`src/hdl/rgc_pkg.sv`:
```
// package of constants for the ramp generator control register bank
package rgc_pkg;
    // ==========================================================
    // register byte offsets
    localparam logic [7:0] RGC_OFF_CONTROL_ONE = 8'h00;
    localparam logic [7:0] RGC_OFF_VOLT_SEL    = 8'h04;
    localparam logic [7:0] RGC_OFF_CONTROL_TWO = 8'h08;
    localparam logic [7:0] RGC_OFF_RISE_SEL    = 8'h0c;
    localparam logic [7:0] RGC_OFF_FALL_SEL    = 8'h10;
    localparam logic [7:0] RGC_OFF_EDGE_MODE   = 8'h14;
    // ==========================================================
    // field positions
    localparam int RGC_BIT_READY       = 2;
    localparam int RGC_BIT_FALL_POL    = 1;
    localparam int RGC_BIT_RISE_POL    = 0;
    localparam int RGC_BIT_LOW_RANGE   = 7;
    localparam int RGC_BIT_FALL_EDGE   = 1;
    localparam int RGC_BIT_RISE_EDGE   = 0;
    localparam logic [7:0] RGC_MASK_CONTROL_ONE = 8'h03;
    localparam logic [7:0] RGC_MASK_SELECT      = 8'h0f;
    localparam logic [7:0] RGC_MASK_CONTROL_TWO = 8'h9f;
    localparam logic [7:0] RGC_MASK_EDGE_MODE   = 8'h03;
    localparam logic [7:0] RGC_RESET_VALUE      = 8'h00;
    // ==========================================================
    // decoded counts
    localparam int RGC_NUM_VOLT_SRC   = 9;
    localparam int RGC_NUM_TIMING_SRC = 11;
    localparam logic [3:0] RGC_VOLT_SW_IN0 = 4'h8;
    localparam logic [3:0] RGC_VOLT_SW_IN1 = 4'h9;
    // ==========================================================
    // bus answers
    localparam logic [1:0] RGC_RESP_OKAY   = 2'h0;
    localparam logic [1:0] RGC_RESP_SLVERR = 2'h2;
endpackage

```
`src/hdl/rgc_volt_decode.sv`:
```
// start voltage source one-hot decoder
`timescale 1ns/10ps
module rgc_volt_decode (
    input  wire logic [3:0]                          sel,
    input  wire logic                                override_tristate,
    output logic [rgc_pkg::RGC_NUM_VOLT_SRC-1:0]     onehot
);
    import rgc_pkg::*;
    // index: 0 in0, 1 in1, 2 reference_buffer_two, 3..6 converters 1..4, 7/8 switched in0/in1
    always_comb begin
        onehot = '0;
        unique case (sel)
            4'h0, 4'h1, 4'h2, 4'h3, 4'h4, 4'h5, 4'h6: begin
                onehot[sel[2:0]] = 1'b1;
            end
            RGC_VOLT_SW_IN0: begin
                onehot[7] = ~override_tristate;
            end
            RGC_VOLT_SW_IN1: begin
                onehot[8] = ~override_tristate;
            end
            default: begin
                onehot = '0; // reserved codes select nothing
            end
        endcase
    end
endmodule // rgc_volt_decode

```
`src/hdl/rgc_timing_select.sv`:
```
// timing source selector, polarity and edge/level conditioning
`timescale 1ns/10ps
module rgc_timing_select (
    input  wire logic                                  sys_clk,
    input  wire logic                                  rst_n,
    input  wire logic [3:0]                            sel,
    input  wire logic                                  active_low,
    input  wire logic                                  edge_mode,
    input  wire logic [rgc_pkg::RGC_NUM_TIMING_SRC-1:0] sources_sync,
    output logic                                       timing_out
);
    import rgc_pkg::*;
    logic picked;
    logic level;
    logic prev_q;
    logic prev_d;
    logic out_q;
    logic out_d;
    always_comb begin
        picked = (sel < 4'(RGC_NUM_TIMING_SRC)) ? sources_sync[sel] : 1'b0;
        level  = picked ^ active_low;
        prev_d = level;
        out_d  = edge_mode ? (level & ~prev_q) : level;
    end
    always_ff @(posedge sys_clk) begin
        if (!rst_n) begin
            prev_q <= 1'b0;
            out_q  <= 1'b0;
        end else begin
            prev_q <= prev_d;
            out_q  <= out_d;
        end
    end
    assign timing_out = out_q;
endmodule // rgc_timing_select

```
`src/hdl/rgc_regs.sv`:
```
// ramp generator control register bank with AXI4-Lite slave
// Operation
// unimplemented upper bits of every register read back as zero
// control one bit 2 is read-only ready flag, resets to zero
// control one bit 1 makes falling timing input active low when set
// control one bit 0 makes rising timing input active low when set
// voltage select bits 3..0 pick the ramp start voltage source
// voltage codes decode to inputs, buffer, converters, switched inputs; others reserved
// switched inputs disconnect while op amp override forces tri-state
// control two bit 7 enables low current range
// control two bits 4..0 set current and slope, normal range
// low range gives the same codes scaled current and slope
// rise source bits 3..0 pick the rising timing signal
// every field and ready flag clear to zero on reset
// timing codes: comparators, pin, pulse-width, capture outputs; rest reserved
// each timing input has its own edge or level mode bit
// writes to ready flag and unimplemented bits are ignored
//
// The implementer's own choices: the register offsets and the AXI4-Lite register port.
`timescale 1ns/10ps
module rgc_regs #(
    parameter int ADDR_W = 8
) (
    input  wire logic                                   sys_clk,
    input  wire logic                                   rst_n,
    input  wire logic [ADDR_W-1:0]                      s_axi_awaddr,
    input  wire logic                                   s_axi_awvalid,
    output logic                                        s_axi_awready,
    input  wire logic [31:0]                            s_axi_wdata,
    input  wire logic [3:0]                             s_axi_wstrb,
    input  wire logic                                   s_axi_wvalid,
    output logic                                        s_axi_wready,
    output logic [1:0]                                  s_axi_bresp,
    output logic                                        s_axi_bvalid,
    input  wire logic                                   s_axi_bready,
    input  wire logic [ADDR_W-1:0]                      s_axi_araddr,
    input  wire logic                                   s_axi_arvalid,
    output logic                                        s_axi_arready,
    output logic [31:0]                                 s_axi_rdata,
    output logic [1:0]                                  s_axi_rresp,
    output logic                                        s_axi_rvalid,
    input  wire logic                                   s_axi_rready,
    input  wire logic                                   generator_ready,
    input  wire logic                                   override_tristate,
    input  wire logic [rgc_pkg::RGC_NUM_TIMING_SRC-1:0] timing_sources,
    output logic [rgc_pkg::RGC_NUM_VOLT_SRC-1:0]        start_voltage_onehot,
    output logic [4:0]                                  current_setting,
    output logic                                        low_current_range,
    output logic                                        rise_timing,
    output logic                                        fall_timing
);
    import rgc_pkg::*;

    // the address decode slices bits 4..0 and 5 upwards, so at least six bits are needed
    if (ADDR_W < 6) begin : g_addr_w_check
        $error("rgc_regs: ADDR_W must be at least 6");
    end

    // ==========================================================
    // input synchronisers
    logic        ready_s1_q;
    logic        ready_s2_q;
    logic        ovr_s1_q;
    logic        ovr_s2_q;
    logic [RGC_NUM_TIMING_SRC-1:0] src_s1_q;
    logic [RGC_NUM_TIMING_SRC-1:0] src_s2_q;
    always_ff @(posedge sys_clk) begin
        if (!rst_n) begin
            ready_s1_q <= 1'b0;
            ready_s2_q <= 1'b0;
            ovr_s1_q   <= 1'b0;
            ovr_s2_q   <= 1'b0;
            src_s1_q   <= '0;
            src_s2_q   <= '0;
        end else begin
            ready_s1_q <= generator_ready;
            ready_s2_q <= ready_s1_q;
            ovr_s1_q   <= override_tristate;
            ovr_s2_q   <= ovr_s1_q;
            src_s1_q   <= timing_sources;
            src_s2_q   <= src_s1_q;
        end
    end

    // ==========================================================
    // register state
    logic [7:0] ctl_one_q;
    logic [7:0] ctl_one_d;
    logic [7:0] volt_sel_q;
    logic [7:0] volt_sel_d;
    logic [7:0] ctl_two_q;
    logic [7:0] ctl_two_d;
    logic [7:0] rise_sel_q;
    logic [7:0] rise_sel_d;
    logic [7:0] fall_sel_q;
    logic [7:0] fall_sel_d;
    logic [7:0] edge_q;
    logic [7:0] edge_d;

    // ==========================================================
    // write channel: address and data taken in either order
    logic              aw_held_q;
    logic              aw_held_d;
    logic [ADDR_W-1:0] aw_addr_q;
    logic [ADDR_W-1:0] aw_addr_d;
    logic              w_held_q;
    logic              w_held_d;
    logic [31:0]       w_data_q;
    logic [31:0]       w_data_d;
    logic              w_strb0_q;
    logic              w_strb0_d;
    logic              bvalid_q;
    logic              bvalid_d;
    logic [1:0]        bresp_q;
    logic [1:0]        bresp_d;
    logic              awready_q;
    logic              awready_d;
    logic              wready_q;
    logic              wready_d;
    logic              do_write;
    logic              w_hit;
    logic [7:0]        wbyte;

    always_comb begin
        aw_held_d  = aw_held_q;
        aw_addr_d  = aw_addr_q;
        w_held_d   = w_held_q;
        w_data_d   = w_data_q;
        w_strb0_d  = w_strb0_q;
        bvalid_d   = bvalid_q;
        bresp_d    = bresp_q;
        ctl_one_d  = ctl_one_q;
        volt_sel_d = volt_sel_q;
        ctl_two_d  = ctl_two_q;
        rise_sel_d = rise_sel_q;
        fall_sel_d = fall_sel_q;
        edge_d     = edge_q;
        w_hit      = 1'b0;
        wbyte      = w_data_q[7:0];
        if (s_axi_awvalid && awready_q) begin
            aw_held_d = 1'b1;
            aw_addr_d = s_axi_awaddr;
        end
        if (s_axi_wvalid && wready_q) begin
            w_held_d  = 1'b1;
            w_data_d  = s_axi_wdata;
            w_strb0_d = s_axi_wstrb[0];
        end
        do_write = aw_held_q && w_held_q && !bvalid_q;
        if (do_write) begin
            aw_held_d = 1'b0;
            w_held_d  = 1'b0;
            bvalid_d  = 1'b1;
            w_hit     = 1'b1;
            unique case (aw_addr_q[4:0])
                RGC_OFF_CONTROL_ONE[4:0]: begin
                    if (w_strb0_q) ctl_one_d = wbyte & RGC_MASK_CONTROL_ONE;
                end
                RGC_OFF_VOLT_SEL[4:0]: begin
                    if (w_strb0_q) volt_sel_d = wbyte & RGC_MASK_SELECT;
                end
                RGC_OFF_CONTROL_TWO[4:0]: begin
                    if (w_strb0_q) ctl_two_d = wbyte & RGC_MASK_CONTROL_TWO;
                end
                RGC_OFF_RISE_SEL[4:0]: begin
                    if (w_strb0_q) rise_sel_d = wbyte & RGC_MASK_SELECT;
                end
                RGC_OFF_FALL_SEL[4:0]: begin
                    if (w_strb0_q) fall_sel_d = wbyte & RGC_MASK_SELECT;
                end
                RGC_OFF_EDGE_MODE[4:0]: begin
                    if (w_strb0_q) edge_d = wbyte & RGC_MASK_EDGE_MODE;
                end
                default: begin
                    w_hit = 1'b0;
                end
            endcase
            if (aw_addr_q[ADDR_W-1:5] != '0) begin
                w_hit = 1'b0;
            end
            bresp_d = w_hit ? RGC_RESP_OKAY : RGC_RESP_SLVERR;
        end
        if (bvalid_q && s_axi_bready) begin
            bvalid_d = 1'b0;
        end
        // ready low while a half is held keeps one write in flight
        awready_d = !aw_held_d;
        wready_d  = !w_held_d;
    end

    always_ff @(posedge sys_clk) begin
        if (!rst_n) begin
            aw_held_q  <= 1'b0;
            aw_addr_q  <= '0;
            w_held_q   <= 1'b0;
            w_data_q   <= '0;
            w_strb0_q  <= 1'b0;
            bvalid_q   <= 1'b0;
            bresp_q    <= RGC_RESP_OKAY;
            awready_q  <= 1'b0;
            wready_q   <= 1'b0;
            ctl_one_q  <= RGC_RESET_VALUE;
            volt_sel_q <= RGC_RESET_VALUE;
            ctl_two_q  <= RGC_RESET_VALUE;
            rise_sel_q <= RGC_RESET_VALUE;
            fall_sel_q <= RGC_RESET_VALUE;
            edge_q     <= RGC_RESET_VALUE;
        end else begin
            aw_held_q  <= aw_held_d;
            aw_addr_q  <= aw_addr_d;
            w_held_q   <= w_held_d;
            w_data_q   <= w_data_d;
            w_strb0_q  <= w_strb0_d;
            bvalid_q   <= bvalid_d;
            bresp_q    <= bresp_d;
            awready_q  <= awready_d;
            wready_q   <= wready_d;
            ctl_one_q  <= ctl_one_d;
            volt_sel_q <= volt_sel_d;
            ctl_two_q  <= ctl_two_d;
            rise_sel_q <= rise_sel_d;
            fall_sel_q <= fall_sel_d;
            edge_q     <= edge_d;
        end
    end

    // ==========================================================
    // read channel
    logic        arready_q;
    logic        arready_d;
    logic        rvalid_q;
    logic        rvalid_d;
    logic [31:0] rdata_q;
    logic [31:0] rdata_d;
    logic [1:0]  rresp_q;
    logic [1:0]  rresp_d;
    logic [7:0]  rbyte;
    logic        r_hit;

    always_comb begin
        rvalid_d  = rvalid_q;
        rdata_d   = rdata_q;
        rresp_d   = rresp_q;
        rbyte     = 8'h00;
        r_hit     = 1'b1;
        unique case (s_axi_araddr[4:0])
            RGC_OFF_CONTROL_ONE[4:0]: begin
                rbyte = ctl_one_q & RGC_MASK_CONTROL_ONE;
                rbyte[RGC_BIT_READY] = ready_s2_q;
            end
            RGC_OFF_VOLT_SEL[4:0]: rbyte = volt_sel_q & RGC_MASK_SELECT;
            RGC_OFF_CONTROL_TWO[4:0]: rbyte = ctl_two_q & RGC_MASK_CONTROL_TWO;
            RGC_OFF_RISE_SEL[4:0]: rbyte = rise_sel_q & RGC_MASK_SELECT;
            RGC_OFF_FALL_SEL[4:0]: rbyte = fall_sel_q & RGC_MASK_SELECT;
            RGC_OFF_EDGE_MODE[4:0]: rbyte = edge_q & RGC_MASK_EDGE_MODE;
            default: r_hit = 1'b0;
        endcase
        if (s_axi_araddr[ADDR_W-1:5] != '0) begin
            r_hit = 1'b0;
        end
        if (s_axi_arvalid && arready_q) begin
            rvalid_d = 1'b1;
            rdata_d  = r_hit ? {24'h000000, rbyte} : 32'h00000000;
            rresp_d  = r_hit ? RGC_RESP_OKAY : RGC_RESP_SLVERR;
        end else if (rvalid_q && s_axi_rready) begin
            rvalid_d = 1'b0;
        end
        arready_d = !rvalid_d && !(s_axi_arvalid && arready_q);
    end

    always_ff @(posedge sys_clk) begin
        if (!rst_n) begin
            arready_q <= 1'b0;
            rvalid_q  <= 1'b0;
            rdata_q   <= '0;
            rresp_q   <= RGC_RESP_OKAY;
        end else begin
            arready_q <= arready_d;
            rvalid_q  <= rvalid_d;
            rdata_q   <= rdata_d;
            rresp_q   <= rresp_d;
        end
    end

    // ==========================================================
    // steering outputs
    logic [RGC_NUM_VOLT_SRC-1:0] volt_onehot;
    logic [RGC_NUM_VOLT_SRC-1:0] volt_q;
    logic [4:0]                  current_setting_q;
    logic                        lr_q;

    rgc_volt_decode u_volt (
        .sel               (volt_sel_q[3:0]),
        .override_tristate (ovr_s2_q),
        .onehot            (volt_onehot)
    );

    rgc_timing_select u_rise (
        .sys_clk      (sys_clk),
        .rst_n        (rst_n),
        .sel          (rise_sel_q[3:0]),
        .active_low   (ctl_one_q[RGC_BIT_RISE_POL]),
        .edge_mode    (edge_q[RGC_BIT_RISE_EDGE]),
        .sources_sync (src_s2_q),
        .timing_out   (rise_timing)
    );

    rgc_timing_select u_fall (
        .sys_clk      (sys_clk),
        .rst_n        (rst_n),
        .sel          (fall_sel_q[3:0]),
        .active_low   (ctl_one_q[RGC_BIT_FALL_POL]),
        .edge_mode    (edge_q[RGC_BIT_FALL_EDGE]),
        .sources_sync (src_s2_q),
        .timing_out   (fall_timing)
    );

    // analog trim takes code and range as is; the table lives in the analog block
    always_ff @(posedge sys_clk) begin
        if (!rst_n) begin
            volt_q <= '0;
            current_setting_q <= '0;
            lr_q   <= 1'b0;
        end else begin
            volt_q <= volt_onehot;
            current_setting_q <= ctl_two_q[4:0];
            lr_q   <= ctl_two_q[RGC_BIT_LOW_RANGE];
        end
    end

    assign start_voltage_onehot = volt_q;
    assign current_setting      = current_setting_q;
    assign low_current_range    = lr_q;
    assign s_axi_awready        = awready_q;
    assign s_axi_wready         = wready_q;
    assign s_axi_bvalid         = bvalid_q;
    assign s_axi_bresp          = bresp_q;
    assign s_axi_arready        = arready_q;
    assign s_axi_rvalid         = rvalid_q;
    assign s_axi_rdata          = rdata_q;
    assign s_axi_rresp          = rresp_q;
endmodule // rgc_regs

```
`config.mk`:
```
export PLATFORM = sky130hd
export DESIGN_NAME = rgc_regs
export DESIGN_NICKNAME = d
export VERILOG_FILES = /design/src/hdl/rgc_pkg.sv /design/src/hdl/rgc_volt_decode.sv /design/src/hdl/rgc_timing_select.sv /design/src/hdl/rgc_regs.sv
export SDC_FILE = /design/constraint.sdc
export NUM_CORES = 1
export LEC_CHECK = 0
export ABC_AREA = 1
export ABC_CLOCK_PERIOD_IN_PS = 2800
export BUFFER_PORTS_ARGS = -buffer_cell sky130_fd_sc_hd__clkbuf_2
export CELL_PAD_IN_SITES_DETAIL_PLACEMENT = 1
export CELL_PAD_IN_SITES_GLOBAL_PLACEMENT = 1
export CORE_ASPECT_RATIO = 1.25
export CORE_MARGIN = 2
export CORE_UTILIZATION = 38
export DETAILED_ROUTE_END_ITERATION = 8
export PLACE_DENSITY_LB_ADDON = 0.1
export SLEW_MARGIN = 20
export SYNTH_ARGS = -nofsm -noshare
export SYNTH_HDL_FRONTEND = slang
export SYNTH_SLANG_ARGS = --single-unit
```
`constraint.sdc`:
```
create_clock -name sys_clk -period 2.8 [get_ports sys_clk]
set_input_delay 0.28 -clock sys_clk [delete_from_list [all_inputs] [get_ports sys_clk]]
set_output_delay 0.28 -clock sys_clk [all_outputs]
set_load 0.05 [all_outputs]
```
* Word-level counts from Yosys, hierarchy flattened
Index checks and enable logic that the tools add are counted.
** Storage, ports and cells
- Bits in latches :: 0
- Input bits :: 72
- Memories :: 0
- Word-level logic and storage cells :: 123
- Bits in writable memories :: 0
- ROM bits :: 0
- Register bits after elaboration :: 127
- Output and inout port bits :: 58
** Cells by class
- Add/sub/neg operators :: 0
- Magnitude comparators :: 6
- Equal/unequal tests :: 18
- Bitwise gates (word level) :: 8
- $mul :: 0
- Multiplexer cells :: 26
- Divide/modulo/power cells :: 0
- Shifts and indexed selects :: 0
- Reductions and logical operators :: 31
** Operators with widths (count)
- $pmux 8 s6 :: 1
- $eq 5x4->1 const B :: 4
- $eq 5x5->1 const B :: 4
- $mux 1 :: 18
- $reduce_and 3->1 :: 6
- $eq 4x3->1 const B :: 3
- $reduce_or 6->1 :: 2
- $eq 5x3->1 const B :: 2
- $logic_not 5->1 :: 2
- $lt 4x5->1 const B :: 2
- $logic_and 1x1->1 :: 9
- $bmux 1 s4 :: 2
- $eq 4x2->1 const B :: 2
- $eq 4x4->1 const B :: 2
- $lt 4x4->1 const B :: 2
- $mux 8 :: 1
- $reduce_or 7->1 :: 1
- $reduce_bool 3->1 :: 2
- $logic_not 1->1 :: 5
- $lt 3x5->1 const B :: 1
- $eq 4x1->1 const B :: 1
- $logic_not 4->1 :: 1
- $mux 2 :: 2
- $not 1->1 :: 4
- 7 further kinds :: 10

* Depth between registers and ports, before layout
- Word-level depth :: 6
- Gate-level depth with buffers :: 10
- Gate-level depth less buffers :: 9

* Hierarchy
From an unflattened synthesis, not the netlist that was laid out.
** Unflattened totals
- Cell total of the unflattened synthesis :: 540
- Area total of the unflattened synthesis :: 4131.5 um^2
** Modules (own cells, without submodules)
- rgc_regs :: area an instance 3544.6 um^2, sequential area each 1861.8 um^2, instances 1, cells each 424
- rgc_timing_select :: area an instance 242.7 um^2, sequential area each 40.0 um^2, instances 2, cells each 45
- rgc_volt_decode :: area an instance 101.3 um^2, sequential area each 0.0 um^2, instances 1, cells each 26

* Worst setup path before layout
Ideal clock, no wire load.
- Kind :: register to register
- Start :: register arready_q, in the netlist s_axi_arready
- End :: register rdata_q[3], in the netlist s_axi_rdata[3]
- Period minus slack after synthesis :: 1.514 ns
- Cell stages (with the launch flop) :: 7
- Path slack :: 1.286 ns
- Library setup time :: 0.071 ns
- Buffers on the path :: 0
- Arrival time :: 1.444 ns
- Data required time :: 2.729 ns
- Cells stage by stage :: dfxtp_1 -> nand2_1 -> inv_1 -> nand3_2 -> nor4_4 -> o21ai_1 -> a21oi_1
** On the way
- Cells in the longest elaborated chain, start to end :: 1
** Ends and longest elaborated chain
- from (decl) :: RTL line rgc_regs.sv:229 : logic arready_q;
- from (signal assigned) :: RTL line rgc_regs.sv:278 : arready_q <= arready_d;
- $logic_and 1x1->1 :: RTL line rgc_regs.sv:261 : if (s_axi_arvalid && arready_q) begin
- to (signal assigned) :: RTL line rgc_regs.sv:280 : rdata_q <= rdata_d;
- to (decl) :: RTL line rgc_regs.sv:233 : logic [31:0] rdata_q;
Every way passes these cells.
A chain may end at the register's enable or synchronous reset.

* Worst setup path in the final report
- Start :: register bvalid_q, in the netlist s_axi_bvalid
- End :: register ctl_one_q[1]
** On the way
- Cells in the longest elaborated chain, start to end :: 3
** Ends and longest elaborated chain
- from (decl) :: RTL line rgc_regs.sv:112 : logic bvalid_q;
- from (signal assigned) :: RTL line rgc_regs.sv:214 : bvalid_q <= bvalid_d;
- $logic_not 1->1 :: RTL line rgc_regs.sv:149 : do_write = aw_held_q && w_held_q && !bvalid_q;
- $logic_and 1x1->1 :: RTL line rgc_regs.sv:149
- $reduce_and 3->1 (no source line)
- to (signal assigned) :: RTL line rgc_regs.sv:218 : ctl_one_q <= ctl_one_d;
- to (decl) :: RTL line rgc_regs.sv:87 : logic [7:0] ctl_one_q;
Every way passes these cells.

==> impl_metrics.env <==
export IMPL_crit_type="register to register"
export IMPL_grt_max_degree=75
export IMPL_crit_path_end_kind="register"
export IMPL_grt_pass1_wl_mm=15.0
export IMPL_dp_hpwl_mm=6.71
export IMPL_fin_crit_sh_pct=50.6
export IMPL_gr_total_overflow=0
export IMPL_fin_skew_ps=4.95
export IMPL_path_depth=8
export IMPL_fmax_mhz=706
export IMPL_drt_vias_per_instance=4.57
export IMPL_rsz0062_at_grt="false"
export IMPL_slew_violations=0
export IMPL_maxCapViolCount=0
export IMPL_hold_class="primary input to register"
export IMPL_antenna_found_initial=0
export IMPL_yosys_warnings=0
export IMPL_worstPathArrival_ps=1640
export IMPL_die_y_um=118
export IMPL_drtPass1Iterations=4
export IMPL_layout_common_cells="dfxtp_1 (97), nand2_1 (82), inv_1 (82)"
export IMPL_status="finished clean"
export IMPL_worst_pin_slew_ps=649
export IMPL_power_density_nw_per_um2=650
export IMPL_grt_pass1_vias=3227
export IMPL_core_rowCount=41
export IMPL_crit_end="ctl_one_q[1]"
export IMPL_wl_mm=9.08
export IMPL_post_cts_buffers=0
export IMPL_ios=130
export IMPL_synth_distinct_cells=27
export IMPL_layout_drive_gt1_share_pct=18.8
export IMPL_grt_usage_pct=17.0
export IMPL_relSlewSlack_pct=56.8
export IMPL_final_common_cell="dfxtp_1"
export IMPL_synthCells=515
export IMPL_synth_seq_cells=97
export IMPL_clock_sinks=97
export IMPL_async_reset_ff_share_pct=0
export IMPL_postCtsResizedCells=0
export IMPL_cts_tree="done"
export IMPL_synth_flop_cell="dfxtp_1"
export IMPL_vias=3280
export IMPL_die_w_um=94.9
export IMPL_placed_cells=702
export IMPL_syn_avg_cell_area_um2=7.62
export IMPL_vdd_drop_max_mv=0.328
export IMPL_syn_area_um2=3930
export IMPL_clk_pin_slew_ps=70
export IMPL_crit_path_start="s_axi_bvalid"
export IMPL_wire_per_inst_um=12.7
export IMPL_fin_cells=718
export IMPL_cts_hold_buf=0
export IMPL_die_area_um2=11200
export IMPL_synth_edf_count=0
export IMPL_coreArea_um2=10100
export IMPL_crit_buf_inv=2
export IMPL_worstSkewPairLatency_ps=340
export IMPL_path_max_fanout=4
export IMPL_synth_seq_area_share_pct=49.5
export IMPL_cts_buffer_depth=2
export IMPL_insertedDiodeCount=0
export IMPL_cp_common_cell="nand2_1"
export IMPL_path_delay_family="simple AND/OR/NAND/NOR gates"
export IMPL_period_minus_slack_ps=1420
export IMPL_crit_chain="inv_1 -> nand3_2 -> nor2_4 -> nand2_1 -> inv_2 -> nand2_1 -> o21ai_0 -> a21oi_1"
export IMPL_r2r_start="s_axi_bvalid"
export IMPL_start_util_pct=39.0
export IMPL_startpoint_type="register"
export IMPL_p_leak_nw=2.27
export IMPL_ant_nets=0
export IMPL_final_setup_tns_ps=0
export IMPL_crit_path_max_incr_delay_ps=310
export IMPL_required_ps=3020
export IMPL_drc=0
export IMPL_fin_nets=656
export IMPL_setup_viol_count_final=0
export IMPL_numCtsBuffers=9
export IMPL_place_port_buffers=72
export IMPL_ff2ff_path_depth=8
export IMPL_hold_viol=0
export IMPL_drt_iter0_drc=85
export IMPL_gp_congestion=0.821
export IMPL_htreeDepth=3
export IMPL_timing_rr_end="ctl_one_q[1]"
export IMPL_area_delta_synth_final_pct=16.8
export IMPL_regToRegSetupSlack_ps=1380
export IMPL_critPathSlowestCell="dfxtp_1"
export IMPL_clockRootBuffer="clkbuf_16"
metal layers:
metal | part of all wire [%] | global-route usage (%) | vias up
met5 | 0 | 0 | -
li1 | - | - | 1696
met2 | 48 | 28.1 | 83
met1 | 45 | 21.3 | 1489
met4 | 1.8 | 6.43 | 0
met3 | 4.5 | 3.71 | 12
power by group:
group | leakage (nW) | switching [W] | internal [W]
clock | 0.149 | 0.000526 | 0.000718
combinational | 1.33 | 0.000223 | 0.0000654
sequential | 0.792 | 0.0000235 | 0.00142
kinds of logic (layout without fill, tap and decap cells):
family | Yosys count | after routing | share of synthesized area (%)
compound gates | 90 | 90 | 11.8
buf+inv | 131 | 178 | 15.5
flops | 97 | 97 | 49.5
other cells | 1 | 28 | 0.0955
simple gates | 196 | 196 | 23.2
cells in the mapped netlist (4+ instances only):
library cell | instances | area share [%]
dfxtp_1 | 97 | 49
inv_1 | 82 | 7.8
nand2_1 | 82 | 7.8
nor2_1 | 58 | 5.5
o21ai_0 | 48 | 6.1
a21oi_1 | 33 | 4.2
buf_4 | 28 | 5.4
nand3_1 | 25 | 3.2
nand4_1 | 14 | 2.2
inv_2 | 7 | 0.67
nor2_4 | 7 | 2.0
clkbuf_1 | 6 | 0.57
o21ai_1 | 5 | 0.64
buf_1 | 4 | 0.38
nand3_2 | 4 | 1.0
final cells by class:
class,instances,area [um2]
clock buffer,10,239
clock inverter,6,65.1
fill,1313,5470
inverter,89,334
multi-input combinational,314,1480
sequential,97,1940
tap,129,161
timing repair buffer,73,368
tightest hold or removal path: cells and delay by family:
family / cells / cell delay, ps
buffers and inverters: 2 / 110
and+or+nand+nor: 1 / 40
how the worst min path moves through the flow:
stage                                 start            to  slack [ps]  cells past startpoint
after global placement         src_s1_q[10]  src_s2_q[10]         400                      2
after floorplan           override_tristate      ovr_s1_q         380                      2
after detailed placement       src_s1_q[10]  src_s2_q[10]         400                      2
after CTS                 timing_sources[4]   src_s1_q[4]         110                      3
final                     timing_sources[3]   src_s1_q[3]         120                      3
after global routing      override_tristate      ovr_s1_q         130                      3
metrics by stage:
step	utilization (%)	worst slack (ps)	hold WS, ps	instance area (um2)	power, W
after floorplan	-	1290	378	4030	0.00173
after global placement	42.6	1270	398	4280	0.00176
after detailed placement	42.6	1210	399	4280	0.00177
after CTS	45.6	1390	109	4590	0.00302
after global routing	45.6	1220	127	4590	0.00310
final	45.6	1380	121	4590	0.00298
flip-flops by register name, indices dropped and copies added (netlist names), 2 cells and up:
| register | flops |
|---|---|
| ctl_two_q | 6 |
| src_s2_q | 11 |
| fall_sel_q | 4 |
| ctl_one_q | 2 |
| current_setting | 5 |
| aw_addr_q | 8 |
| start_voltage_onehot | 9 |
| src_s1_q | 11 |
| s_axi_rdata | 6 |
| volt_sel_q | 4 |
| rise_sel_q | 4 |
| edge_q | 2 |
| w_data_q | 6 |
Power figures use the tool's default switching activity.
